**src/hw/sqsp_defines.vh**
```
// constants for the sample sequencer status block
`ifndef SQSP_DEFINES_VH
`define SQSP_DEFINES_VH

// avalon word indexes, byte address is four times the index
`define SQSP_REG_CTRL        2'h0
`define SQSP_REG_STATUS      2'h1
`define SQSP_REG_RESULT      2'h2
`define SQSP_REG_FLAGS       2'h3

// control register fields
`define SQSP_CTRL_RUN_BIT    0
`define SQSP_CTRL_RES_LSB    1
`define SQSP_CTRL_RES_MSB    2
`define SQSP_CTRL_RTC_BIT    3
`define SQSP_CTRL_RESET      4'h0

// resolution modes
`define SQSP_RES_12          2'h0
`define SQSP_RES_10          2'h1
`define SQSP_RES_8           2'h2

// sequencer word fields
`define SQSP_SEQ_CH_MSB      4
`define SQSP_SEQ_WAIT_BIT    5
`define SQSP_SEQ_END_BIT     6

// eval and threshold word fields
`define SQSP_EVAL_BELOW_BIT  0
`define SQSP_THR_EN_BIT      8
`define SQSP_THR_VAL_MSB     7

// status register fields
`define SQSP_STAT_SLOT_MSB   5
`define SQSP_STAT_INIT_BIT   6
`define SQSP_STAT_SAT_BIT    7
`define SQSP_STAT_ST_LSB     8
`define SQSP_STAT_ST_MSB     14

// memory sizes and counts
`define SQSP_SEQ_LAST        6'h3F
`define SQSP_CH_LAST         6'h1F
`define SQSP_WAIT_CYCLES     4'h4
`define SQSP_RESULT_RESET    12'h000
`define SQSP_FLAGS_RESET     32'h00000000

`endif

```
**src/hw/sqsp_result_fmt.v**
```verilog
// formats a raw converter word for the chosen resolution and detects saturation
`timescale 1ns/1ps
`include "sqsp_defines.vh"

module sqsp_result_fmt (
    input  wire [11:0] raw_result,
    input  wire [1:0]  res_mode,
    output reg  [11:0] fmt_result,
    output reg         fmt_saturated
);

    always @*
    begin
        fmt_result    = raw_result;
        fmt_saturated = 1'b0;
        case (res_mode)
            `SQSP_RES_10:
            begin
                fmt_result    = {raw_result[11:2], 2'h0}; // [RULE14]
                fmt_saturated = (raw_result[11:2] == 10'h3FF);
            end
            `SQSP_RES_8:
            begin
                fmt_result    = {raw_result[11:4], 4'h0}; // [RULE14]
                fmt_saturated = (raw_result[11:4] == 8'hFF);
            end
            default:
            begin
                fmt_result    = raw_result;
                fmt_saturated = (raw_result == 12'hFFF);
            end
        endcase
    end

endmodule

```
**src/hw/sqsp_sequencer_top.v**
```verilog
// sample sequencer with init loading, status outputs and avalon control
// What this block does
// [RULE1] every port is active high except the reset, which is active low.
// [RULE2] a low level on the system reset clears the block at once, without a clock edge.
// [RULE3] one system clock runs the converter control and all sequencing, evaluation and threshold logic.
// [RULE4] during init a nine-bit word is stored into the memory whose load enable is high.
// [RULE5] the loader gives separate enables for the config mux, sequencer, evaluator and threshold memories.
// [RULE6] the loader raises init done when loading has finished.
// [RULE7] a second-pass config mux enable is honoured only when the real-time counter option is on.
// [RULE8] result valid is high while the presented converter result is valid.
// [RULE9] slot complete pulses when the sequencer finishes the current slot.
// [RULE10] slot wait is high while wait states are inserted for evaluation and thresholds.
// [RULE11] saturation goes high on a full-scale result and holds until the next slot starts.
// [RULE12] channel captured pulses once the five-bit channel selector has been latched.
// [RULE13] one compare flag per channel shows that channel's configured threshold condition.
// [RULE14] ten-bit results sit in bits 11:2 with 1:0 zero, eight-bit in 11:4 with 3:0 zero.
// [RULE15] after reset the sequencer starts the main procedure at slot 0.
// [RULE16] the loader raises load enables only before init done and at most one per clock.
//
// The implementer's own choices: the register addresses and the Avalon-MM interface to the registers.
`timescale 1ns/1ps
`include "sqsp_defines.vh"

module sqsp_sequencer_top (
    input  wire        core_clk,
    input  wire        system_reset_low,
    input  wire [8:0]  init_data,
    input  wire        init_done,
    input  wire        cfg_mux_load_en,
    input  wire        seq_ram_load_en,
    input  wire        eval_ram_load_en,
    input  wire        thresh_ram_load_en,
    input  wire        cfg_mux_second_pass_en,
    input  wire [11:0] adc_result_raw,
    input  wire        adc_conv_done,
    output reg  [4:0]  conv_channel_select,
    output reg         conv_start,
    output reg  [11:0] conv_result_port,
    output reg         conv_result_valid,
    output reg         slot_complete,
    output reg         slot_wait_state,
    output reg         channel_saturated,
    output reg         channel_sel_captured,
    output reg  [31:0] compare_flags,
    input  wire [1:0]  avs_address,
    input  wire        avs_read,
    input  wire        avs_write,
    input  wire [31:0] avs_writedata,
    input  wire [3:0]  avs_byteenable,
    output reg  [31:0] avs_readdata,
    output reg         avs_waitrequest
);

    localparam [6:0] ST_IDLE  = 7'h01;
    localparam [6:0] ST_LATCH = 7'h02;
    localparam [6:0] ST_ACQ   = 7'h04;
    localparam [6:0] ST_CONV  = 7'h08;
    localparam [6:0] ST_EVAL  = 7'h10;
    localparam [6:0] ST_WAIT  = 7'h20;
    localparam [6:0] ST_DONE  = 7'h40;

    // memories held in flip-flops, addressed by load counters
    reg  [8:0]  seq_mem_ff  [0:63];
    reg  [8:0]  eval_mem_ff [0:31];
    reg  [8:0]  thr_mem_ff  [0:31];
    reg  [8:0]  cfg_mem_ff  [0:31];

    reg  [5:0]  seq_addr_ff;
    reg  [5:0]  eval_addr_ff;
    reg  [5:0]  thr_addr_ff;
    reg  [5:0]  cfg_addr_ff;
    reg         second_pass_ff;

    reg  [6:0]  state_ff;
    reg  [6:0]  nxt_state;
    reg  [5:0]  slot_ff;
    reg  [4:0]  ch_ff;
    reg  [3:0]  acq_cnt_ff;
    reg  [3:0]  wait_cnt_ff;
    reg         init_seen_ff;

    reg  [3:0]  ctrl_ff;
    reg         bus_ack_pending_ff;

    wire [8:0]  seq_word;
    wire [11:0] fmt_result;
    wire        fmt_saturated;
    wire        ctrl_run;
    wire [1:0]  ctrl_res;
    wire        ctrl_rtc;
    wire        bus_req;
    wire        bus_fire;
    wire        cfg_load;

    integer     i;

    // next load address, wrapping at the memory's last entry
    function [5:0] addr_inc;
        input [5:0] addr;
        input [5:0] last;
        begin
            if (addr == last)
                addr_inc = 6'h00;
            else
                addr_inc = addr + 6'h01;
        end
    endfunction

    // one channel's compare result from its eval and threshold words
    function flag_eval;
        input [8:0]  eval_word;
        input [8:0]  thr_word;
        input [11:0] result;
        begin
            if (!thr_word[`SQSP_THR_EN_BIT])
                flag_eval = 1'b0;
            else if (eval_word[`SQSP_EVAL_BELOW_BIT])
                flag_eval = (result[11:4] < thr_word[`SQSP_THR_VAL_MSB:0]);
            else
                flag_eval = (result[11:4] > thr_word[`SQSP_THR_VAL_MSB:0]);
        end
    endfunction

    assign ctrl_run = ctrl_ff[`SQSP_CTRL_RUN_BIT];
    assign ctrl_res = ctrl_ff[`SQSP_CTRL_RES_MSB:`SQSP_CTRL_RES_LSB];
    assign ctrl_rtc = ctrl_ff[`SQSP_CTRL_RTC_BIT];
    assign seq_word = seq_mem_ff[slot_ff];
    assign bus_req  = avs_read | avs_write;
    // the request is answered on the edge where waitrequest is already low
    assign bus_fire = bus_req & ~avs_waitrequest;
    // the second pass reloads the config mux only when the rtc option is on
    assign cfg_load = cfg_mux_load_en | (cfg_mux_second_pass_en & ctrl_rtc); // [RULE7]

    sqsp_result_fmt u_fmt (
        .raw_result    (adc_result_raw),
        .res_mode      (ctrl_res),
        .fmt_result    (fmt_result),
        .fmt_saturated (fmt_saturated)
    );

    // memory loading; loads after init done are dropped so a late enable cannot
    // corrupt a running sequence
    always @(posedge core_clk or negedge system_reset_low) // [RULE2] [RULE3]
    begin
        if (!system_reset_low)
        begin
            for (i = 0; i < 64; i = i + 1)
                seq_mem_ff[i] <= 9'h000;
            for (i = 0; i < 32; i = i + 1)
            begin
                eval_mem_ff[i] <= 9'h000;
                thr_mem_ff[i]  <= 9'h000;
                cfg_mem_ff[i]  <= 9'h000;
            end
            seq_addr_ff    <= 6'h00;
            eval_addr_ff   <= 6'h00;
            thr_addr_ff    <= 6'h00;
            cfg_addr_ff    <= 6'h00;
            second_pass_ff <= 1'b0;
            init_seen_ff   <= 1'b0;
        end
        else
        begin
            if (init_done)
                init_seen_ff <= 1'b1; // [RULE6]
            if (!init_seen_ff && !init_done) // [RULE16]
            begin
                if (seq_ram_load_en) // [RULE4] [RULE5]
                begin
                    seq_mem_ff[seq_addr_ff] <= init_data;
                    seq_addr_ff <= addr_inc(seq_addr_ff, `SQSP_SEQ_LAST);
                end
                if (eval_ram_load_en) // [RULE4] [RULE5]
                begin
                    eval_mem_ff[eval_addr_ff[4:0]] <= init_data;
                    eval_addr_ff <= addr_inc(eval_addr_ff, `SQSP_CH_LAST);
                end
                if (thresh_ram_load_en) // [RULE4] [RULE5]
                begin
                    thr_mem_ff[thr_addr_ff[4:0]] <= init_data;
                    thr_addr_ff <= addr_inc(thr_addr_ff, `SQSP_CH_LAST);
                end
                if (cfg_load) // [RULE4] [RULE5]
                begin
                    // the first second-pass word restarts the config mux address
                    if (cfg_mux_second_pass_en && !second_pass_ff)
                    begin
                        second_pass_ff <= 1'b1;
                        cfg_mem_ff[0]  <= init_data;
                        cfg_addr_ff    <= 6'h01;
                    end
                    else
                    begin
                        cfg_mem_ff[cfg_addr_ff[4:0]] <= init_data;
                        cfg_addr_ff <= addr_inc(cfg_addr_ff, `SQSP_CH_LAST);
                    end
                end
            end
        end
    end

    always @*
    begin
        nxt_state = state_ff;
        case (state_ff)
            ST_IDLE:
                if (init_seen_ff && ctrl_run)
                    nxt_state = ST_LATCH;
            ST_LATCH:
                nxt_state = ST_ACQ;
            ST_ACQ:
                if (acq_cnt_ff == 4'h0)
                    nxt_state = ST_CONV;
            ST_CONV:
                if (adc_conv_done)
                    nxt_state = ST_EVAL;
            ST_EVAL:
                if (seq_word[`SQSP_SEQ_WAIT_BIT])
                    nxt_state = ST_WAIT;
                else
                    nxt_state = ST_DONE;
            ST_WAIT:
                if (wait_cnt_ff == 4'h0)
                    nxt_state = ST_DONE;
            ST_DONE:
                if (ctrl_run)
                    nxt_state = ST_LATCH;
                else
                    nxt_state = ST_IDLE;
            default:
                nxt_state = ST_IDLE;
        endcase
    end

    // sequencer and status outputs
    always @(posedge core_clk or negedge system_reset_low) // [RULE2] [RULE3]
    begin
        if (!system_reset_low)
        begin
            state_ff             <= ST_IDLE;
            slot_ff              <= 6'h00;
            ch_ff                <= 5'h00;
            acq_cnt_ff           <= 4'h0;
            wait_cnt_ff          <= 4'h0;
            conv_channel_select  <= 5'h00;
            conv_start           <= 1'b0;
            conv_result_port     <= `SQSP_RESULT_RESET;
            conv_result_valid    <= 1'b0;
            slot_complete        <= 1'b0;
            slot_wait_state      <= 1'b0;
            channel_saturated    <= 1'b0;
            channel_sel_captured <= 1'b0;
            compare_flags        <= `SQSP_FLAGS_RESET;
        end
        else
        begin
            state_ff             <= nxt_state;
            conv_start           <= 1'b0;
            slot_complete        <= 1'b0;
            channel_sel_captured <= 1'b0;
            case (state_ff)
                ST_IDLE:
                    // every run begins with the main procedure
                    slot_ff <= 6'h00; // [RULE15]
                ST_LATCH:
                begin
                    ch_ff                <= seq_word[`SQSP_SEQ_CH_MSB:0];
                    conv_channel_select  <= seq_word[`SQSP_SEQ_CH_MSB:0];
                    channel_sel_captured <= 1'b1; // [RULE12] [RULE1]
                    channel_saturated    <= 1'b0; // [RULE11]
                    conv_result_valid    <= 1'b0; // [RULE8]
                    acq_cnt_ff           <= cfg_mem_ff[seq_word[`SQSP_SEQ_CH_MSB:0]][3:0];
                end
                ST_ACQ:
                begin
                    if (acq_cnt_ff == 4'h0)
                        conv_start <= 1'b1;
                    else
                        acq_cnt_ff <= acq_cnt_ff - 4'h1;
                end
                ST_CONV:
                begin
                    if (adc_conv_done)
                    begin
                        conv_result_port  <= fmt_result; // [RULE14]
                        conv_result_valid <= 1'b1; // [RULE8]
                        channel_saturated <= fmt_saturated; // [RULE11]
                    end
                end
                ST_EVAL:
                begin
                    compare_flags[ch_ff] <= flag_eval(eval_mem_ff[ch_ff], thr_mem_ff[ch_ff],
                                                      conv_result_port); // [RULE13]
                    if (seq_word[`SQSP_SEQ_WAIT_BIT])
                    begin
                        wait_cnt_ff     <= `SQSP_WAIT_CYCLES - 4'h1;
                        slot_wait_state <= 1'b1; // [RULE10]
                    end
                end
                ST_WAIT:
                begin
                    if (wait_cnt_ff == 4'h0)
                        slot_wait_state <= 1'b0; // [RULE10]
                    else
                        wait_cnt_ff <= wait_cnt_ff - 4'h1;
                end
                ST_DONE:
                begin
                    slot_complete <= 1'b1; // [RULE9]
                    // an end mark or the last slot loops the procedure to slot 0
                    if (seq_word[`SQSP_SEQ_END_BIT] || slot_ff == `SQSP_SEQ_LAST)
                        slot_ff <= 6'h00;
                    else
                        slot_ff <= slot_ff + 6'h01;
                end
                default:
                    slot_ff <= 6'h00;
            endcase
        end
    end

    // avalon slave: fixed one wait cycle, so each access takes two edges
    always @(posedge core_clk or negedge system_reset_low) // [RULE2]
    begin
        if (!system_reset_low)
        begin
            avs_waitrequest    <= 1'b1;
            avs_readdata       <= 32'h00000000;
            bus_ack_pending_ff <= 1'b0;
            ctrl_ff            <= `SQSP_CTRL_RESET;
        end
        else
        begin
            if (bus_req && avs_waitrequest && !bus_ack_pending_ff)
            begin
                avs_waitrequest    <= 1'b0;
                bus_ack_pending_ff <= 1'b1;
                avs_readdata       <= 32'h00000000;
                if (avs_read)
                begin
                    case (avs_address)
                        `SQSP_REG_CTRL:
                            avs_readdata <= {28'h0000000, ctrl_ff};
                        `SQSP_REG_STATUS:
                            avs_readdata <= {17'h00000, state_ff, channel_saturated,
                                             init_seen_ff, slot_ff};
                        `SQSP_REG_RESULT:
                            avs_readdata <= {15'h0000, ch_ff, conv_result_port};
                        `SQSP_REG_FLAGS:
                            avs_readdata <= compare_flags;
                        default:
                            avs_readdata <= 32'h00000000;
                    endcase
                end
            end
            else
            begin
                avs_waitrequest    <= 1'b1;
                bus_ack_pending_ff <= 1'b0;
            end
            // control bits change only at the accepting edge
            if (bus_fire && avs_write && avs_address == `SQSP_REG_CTRL && avs_byteenable[0])
                ctrl_ff <= avs_writedata[3:0];
        end
    end

endmodule

```
**config.mk**
```make
export PLATFORM = sky130hd
export DESIGN_NAME = sqsp_sequencer_top
export DESIGN_NICKNAME = d
export VERILOG_FILES = /design/src/hw/sqsp_result_fmt.v /design/src/hw/sqsp_sequencer_top.v
export VERILOG_INCLUDE_DIRS = /design/src /design/src/hw
export SDC_FILE = /design/constraint.sdc
export NUM_CORES = 2
export LEC_CHECK = 0
export BUFFER_PORTS_ARGS = -buffer_cell sky130_fd_sc_hd__buf_4
export CAP_MARGIN = 20
export CELL_PAD_IN_SITES_DETAIL_PLACEMENT = 1
export CELL_PAD_IN_SITES_GLOBAL_PLACEMENT = 2
export CORE_MARGIN = 1.5
export CORE_UTILIZATION = 46
export CTS_CLUSTER_DIAMETER = 120
export CTS_CLUSTER_SIZE = 8
export DETAILED_ROUTE_END_ITERATION = 10
export GPL_ROUTABILITY_DRIVEN = 0
export PLACE_DENSITY_LB_ADDON = 0.2
export SLEW_MARGIN = 20
export SYNTH_ARGS = -nofsm -noshare
export SYNTH_HDL_FRONTEND = slang
export SYNTH_SLANG_ARGS = --single-unit
```
**constraint.sdc**
```tcl
create_clock -name core_clk -period 6.1 [get_ports core_clk]
set_clock_uncertainty 0.2 [all_clocks]
set_input_delay 0.305 -clock core_clk [delete_from_list [all_inputs] [get_ports core_clk]]
set_output_delay 0.305 -clock core_clk [all_outputs]
set_load 0.1 [all_outputs]
```
==> results.rst <==
.. list-table::
   :header-rows: 1

   * - Metric
     - Value
   * - Status
     - complete, no violations
   * - Fraction of final layout cells with drive strength greater than 1
     - 43.3%
   * - Total clock sinks
     - 1036
   * - Reg-to-reg slack, setup
     - 1.01 ns
   * - Worst min-delay path category
     - input port to asynchronous set/reset pin
   * - Drt first-iter violations
     - 1788
   * - Maximum number of pins on one net before global-route repair
     - 188
   * - Number of antenna violations at the first check in global routing
     - 2
   * - Category of the critical setup timing path
     - register to register
   * - Synthesized-area fraction occupied by xor and xnor cells
     - 0.165%
   * - Number of slew-limit violations in the final report
     - 0
   * - Worst Setup End Kind
     - register
   * - PD cells
     - 312 nW/um^2
   * - Number of placement rows
     - 118
   * - Transition at the pin with the smallest max-transition slack
     - 1.16 ns
   * - Number of iterations in the first detailed-routing pass
     - 7
   * - Arr. time, crit path
     - 5.47 ns
   * - Termination of the worst setup path
     - acq_cnt_ff[1]
   * - Fin worst setup slack
     - 1.01 ns
   * - Antenna diode count
     - 0
   * - Compound-Gate Fraction of Synth Area
     - 3.81%
   * - Highest fanout seen on the critical path
     - 37
   * - Max-cap violation count
     - 0
   * - Main combinational cell family by area after synthesis
     - multiplexers
   * - Most common library cell in the layout ignoring fill and taps
     - sky130_fd_sc_hd__dfrtp_1
   * - Synthesized area per cell
     - 14.3 sq um
   * - I/O Pins
     - 158
   * - Warnings, synthesis
     - 0
   * - Power consumption
     - 17.0 mW
   * - Detailed-route vias per instance
     - 5.97
   * - Post-layout net count
     - 3598
   * - Post-DP HPWL
     - 86600 microns
   * - Post-synth EDFFs
     - 0
   * - Starting utilization of the core area
     - 46.3%
   * - DR vias
     - 29313
   * - Static leakage
     - 26.4 nW
   * - Clock transition at path regs
     - 0.05 ns
   * - Net count after synthesis
     - 3451
   * - Via count of the first global-routing pass
     - 33102
   * - Port Buffers
     - 126
   * - Type of origin of the critical path
     - register
   * - Overall track demand over capacity in global routing
     - 25.7%
   * - RSZ-0062 raised after global routing
     - false
   * - Global-route congestion overflow total
     - 0
   * - RR Startpoint
     - slot_ff[0]
   * - Period utilisation layout
     - 83.5%
   * - Post-synthesis mux area share
     - 33.7%
   * - Destination of the worst register-to-register timing path
     - acq_cnt_ff[1]
   * - Rel. slew slack
     - 23.0%
   * - FMAX
     - 196 MHz
   * - Cell at the root of the clock tree
     - sky130_fd_sc_hd__clkbuf_16
   * - Aggregate negative setup slack
     - 0 ns
   * - Share of synthesized flip-flops with an asynchronous set or reset
     - 100%
   * - Adder-cell share of the synthesized area
     - 0.732%
   * - Buffer depth of the longest clock path
     - 3
   * - Width of the die
     - 326 microns
   * - Growth of design area from synthesis to finish
     - 14.1%
   * - DRC viols
     - 0
   * - Worst voltage drop across the vdd grid
     - 0.000329 V
   * - Hold Fails Final Rpt
     - 0
   * - Syn Inst Count
     - 3353
   * - Clk_lat worst skew
     - 0.74 ns
   * - Core outline area
     - 103000 sq um
   * - Clock tree from TritonCTS
     - done
   * - Post-layout minimum cycle time
     - 5.09 ns
   * - Crit path from
     - slot_ff[0]
   * - DIE AREA
     - 106000 sq um
   * - Synthesis-stage register bit count
     - 1036
   * - Floorplan die height
     - 326 microns
   * - First-pass GRT wire length
     - 208000 microns
   * - Post-CTS Setup Bufs
     - 0
   * - Share of the yosys chip area belonging to registers
     - 54.2%
   * - Most used DFF post-synth
     - sky130_fd_sc_hd__dfrtp_1
   * - Most frequent cells in the layout
     - sky130_fd_sc_hd__dfrtp_1 (1030), sky130_fd_sc_hd__mux2_2 (947), sky130_fd_sc_hd__nand2_1 (217), sky130_fd_sc_hd__mux4_2 (200), sky130_fd_sc_hd__buf_4 (175)
   * - Wire length after detailed routing
     - 133000 microns
   * - Total CTS buffers
     - 147
   * - Worst endpoint required time
     - 6.48 ns
   * - Remaining number of nets flagged by the antenna check after routing
     - 0
   * - Routed wirelength normalized by instance count
     - 27.2 microns
   * - Cell depth of the worst flop-to-flop path
     - 10
   * - Final count of negative-setup-slack endpoints
     - 0
   * - Placement-stage worst setup slack
     - 0.955 ns
   * - Syn Std Cell Area
     - 47900 sq um
   * - Simple logic cell fraction of the synthesized area
     - 5.04%
   * - Count of unique library cells instantiated by Yosys
     - 68
   * - Level count of the clock H-tree
     - 4
-- synthesized netlist by cell type (5+ instances only) --
cell type	instances	area [sq um]
sky130_fd_sc_hd__a21oi_1	23	115
sky130_fd_sc_hd__nor3_1	19	95.1
sky130_fd_sc_hd__mux2_2	947	10700
sky130_fd_sc_hd__o21ai_0	49	245
sky130_fd_sc_hd__nand3b_1	13	97.6
sky130_fd_sc_hd__a22o_1	34	298
sky130_fd_sc_hd__o221ai_1	12	105
sky130_fd_sc_hd__nand2_1	217	815
sky130_fd_sc_hd__clkbuf_1	180	676
sky130_fd_sc_hd__o22ai_1	19	119
sky130_fd_sc_hd__dfrtp_1	1034	25900
sky130_fd_sc_hd__buf_2	15	75.1
sky130_fd_sc_hd__a21o_1	10	75.1
sky130_fd_sc_hd__buf_6	13	146
sky130_fd_sc_hd__buf_4	8	60.1
sky130_fd_sc_hd__xor2_1	5	43.8
sky130_fd_sc_hd__or3_1	5	31.3
sky130_fd_sc_hd__buf_1	14	52.6
sky130_fd_sc_hd__mux2i_1	93	931
sky130_fd_sc_hd__and2_1	12	75.1
sky130_fd_sc_hd__o31ai_1	6	45.0
sky130_fd_sc_hd__a22oi_1	56	420
sky130_fd_sc_hd__nor3b_1	14	105
sky130_fd_sc_hd__mux4_2	200	4500
sky130_fd_sc_hd__or2_2	5	31.3
sky130_fd_sc_hd__ha_1	28	350
sky130_fd_sc_hd__a221oi_1	9	78.8
sky130_fd_sc_hd__nand2b_1	12	75.1
sky130_fd_sc_hd__nor2b_1	13	81.3
sky130_fd_sc_hd__and3_1	25	156
sky130_fd_sc_hd__a311oi_1	5	43.8
sky130_fd_sc_hd__nor4_1	8	50.1
sky130_fd_sc_hd__nand4_1	8	50.1
sky130_fd_sc_hd__nor2_1	130	488
sky130_fd_sc_hd__inv_1	26	97.6
sky130_fd_sc_hd__a31oi_1	6	37.5
sky130_fd_sc_hd__nand3_1	31	155
-- through the flow --
stage | hold slack [ns] | instances | cell area, sq um | utilization (%)
final | 0.0567 | 4908 | 54600 | 52.8
after global routing | 0.0719 | 4908 | 54600 | 52.8
after CTS | 0.0251 | 4906 | 54500 | 52.8
after detailed placement | 0.241 | 4687 | 50100 | 48.5
after global placement | 0.232 | 4687 | 50100 | 48.5
after floorplan | -0.191 | 3353 | 47900 | -
-- flip-flops by register name (all words and copies together) (netlist names), 4 cells and up --
register and count:
ctrl_ff 4, acq_cnt_ff 4, seq_addr_ff 6, thr_mem_ff 288
cfg_addr_ff 6, wait_cnt_ff 4, conv_result_port 12, seq_mem_ff 448
eval_addr_ff 6, thr_addr_ff 6, cfg_mem_ff 128, eval_mem_ff 32
state_ff 7, compare_flags 32, ch_ff 5, slot_ff 6
avs_readdata 32
-- logic make-up after synthesis --
kind of cell	after synthesis
compound gates	254
xor+xnor	9
fa+ha+maj	28
buf+inv	261
flops	1036
mux	1241
simple gates	524
-- critical path: stages (launching register included) --
cell	delay [ns]
sky130_fd_sc_hd__dfrtp_4	1.04
sky130_fd_sc_hd__buf_4	0.44
sky130_fd_sc_hd__mux4_2	0.56
sky130_fd_sc_hd__mux4_2	0.52
sky130_fd_sc_hd__mux2i_1	0.44
sky130_fd_sc_hd__mux2_2	0.38
sky130_fd_sc_hd__nor2b_2	0.55
sky130_fd_sc_hd__a22oi_1	0.14
sky130_fd_sc_hd__and3_1	0.22
sky130_fd_sc_hd__a311oi_1	0.32
sky130_fd_sc_hd__o31ai_1	0.10
-- power breakdown --
| part | internal, mW | switching, mW |
|---|---|---|
| logic | 0.696 | 1.64 |
| registers | 7.04 | 0.312 |
| clock network | 4.44 | 2.89 |
-- area by class of cell --
class / count / area [sq um]
Sequential cell: 1036 / 25900
Multi-Input combinational cell: 2056 / 20800
Clock inverter: 10 / 158
Tap cell: 1380 / 1730
Fill cell: 9794 / 48700
Timing Repair Buffer: 231 / 2000
Clock buffer: 167 / 3860
Inverter: 28 / 105
-- how the worst min path moves through the flow --
stage / slack, ns / startpoint / end
2_1_floorplan: -0.19 / system_reset_low / acq_cnt_ff[0]
3_3_place_gp: 0.23 / second_pass_ff / second_pass_ff
3_5_place_dp: 0.24 / second_pass_ff / second_pass_ff
4_1_cts: 0.03 / init_data[1] / seq_mem_ff[334]
5_1_grt: 0.07 / init_data[1] / thr_mem_ff[1]
6_report: 0.06 / system_reset_low / second_pass_ff
-- what timing repair did --
action	4_1_cts	5_1_grt
resized for setup	0	0
endpoints found under the hold margin	278	0
endpoints found under the setup margin	0	0
hold buffers	42	0
-- per-layer routing --
layer / GRT usage, % / up-vias / routed length (microns)
met3: 3.97 / 191 / 4870
li1: - / 12626 / -
met2: 43.0 / 573 / 66300
met4: 7.28 / 0 / 2950
met5: 0 / - / 0
met1: 35.0 / 15923 / 59100
Power figures use the tool's default switching activity.
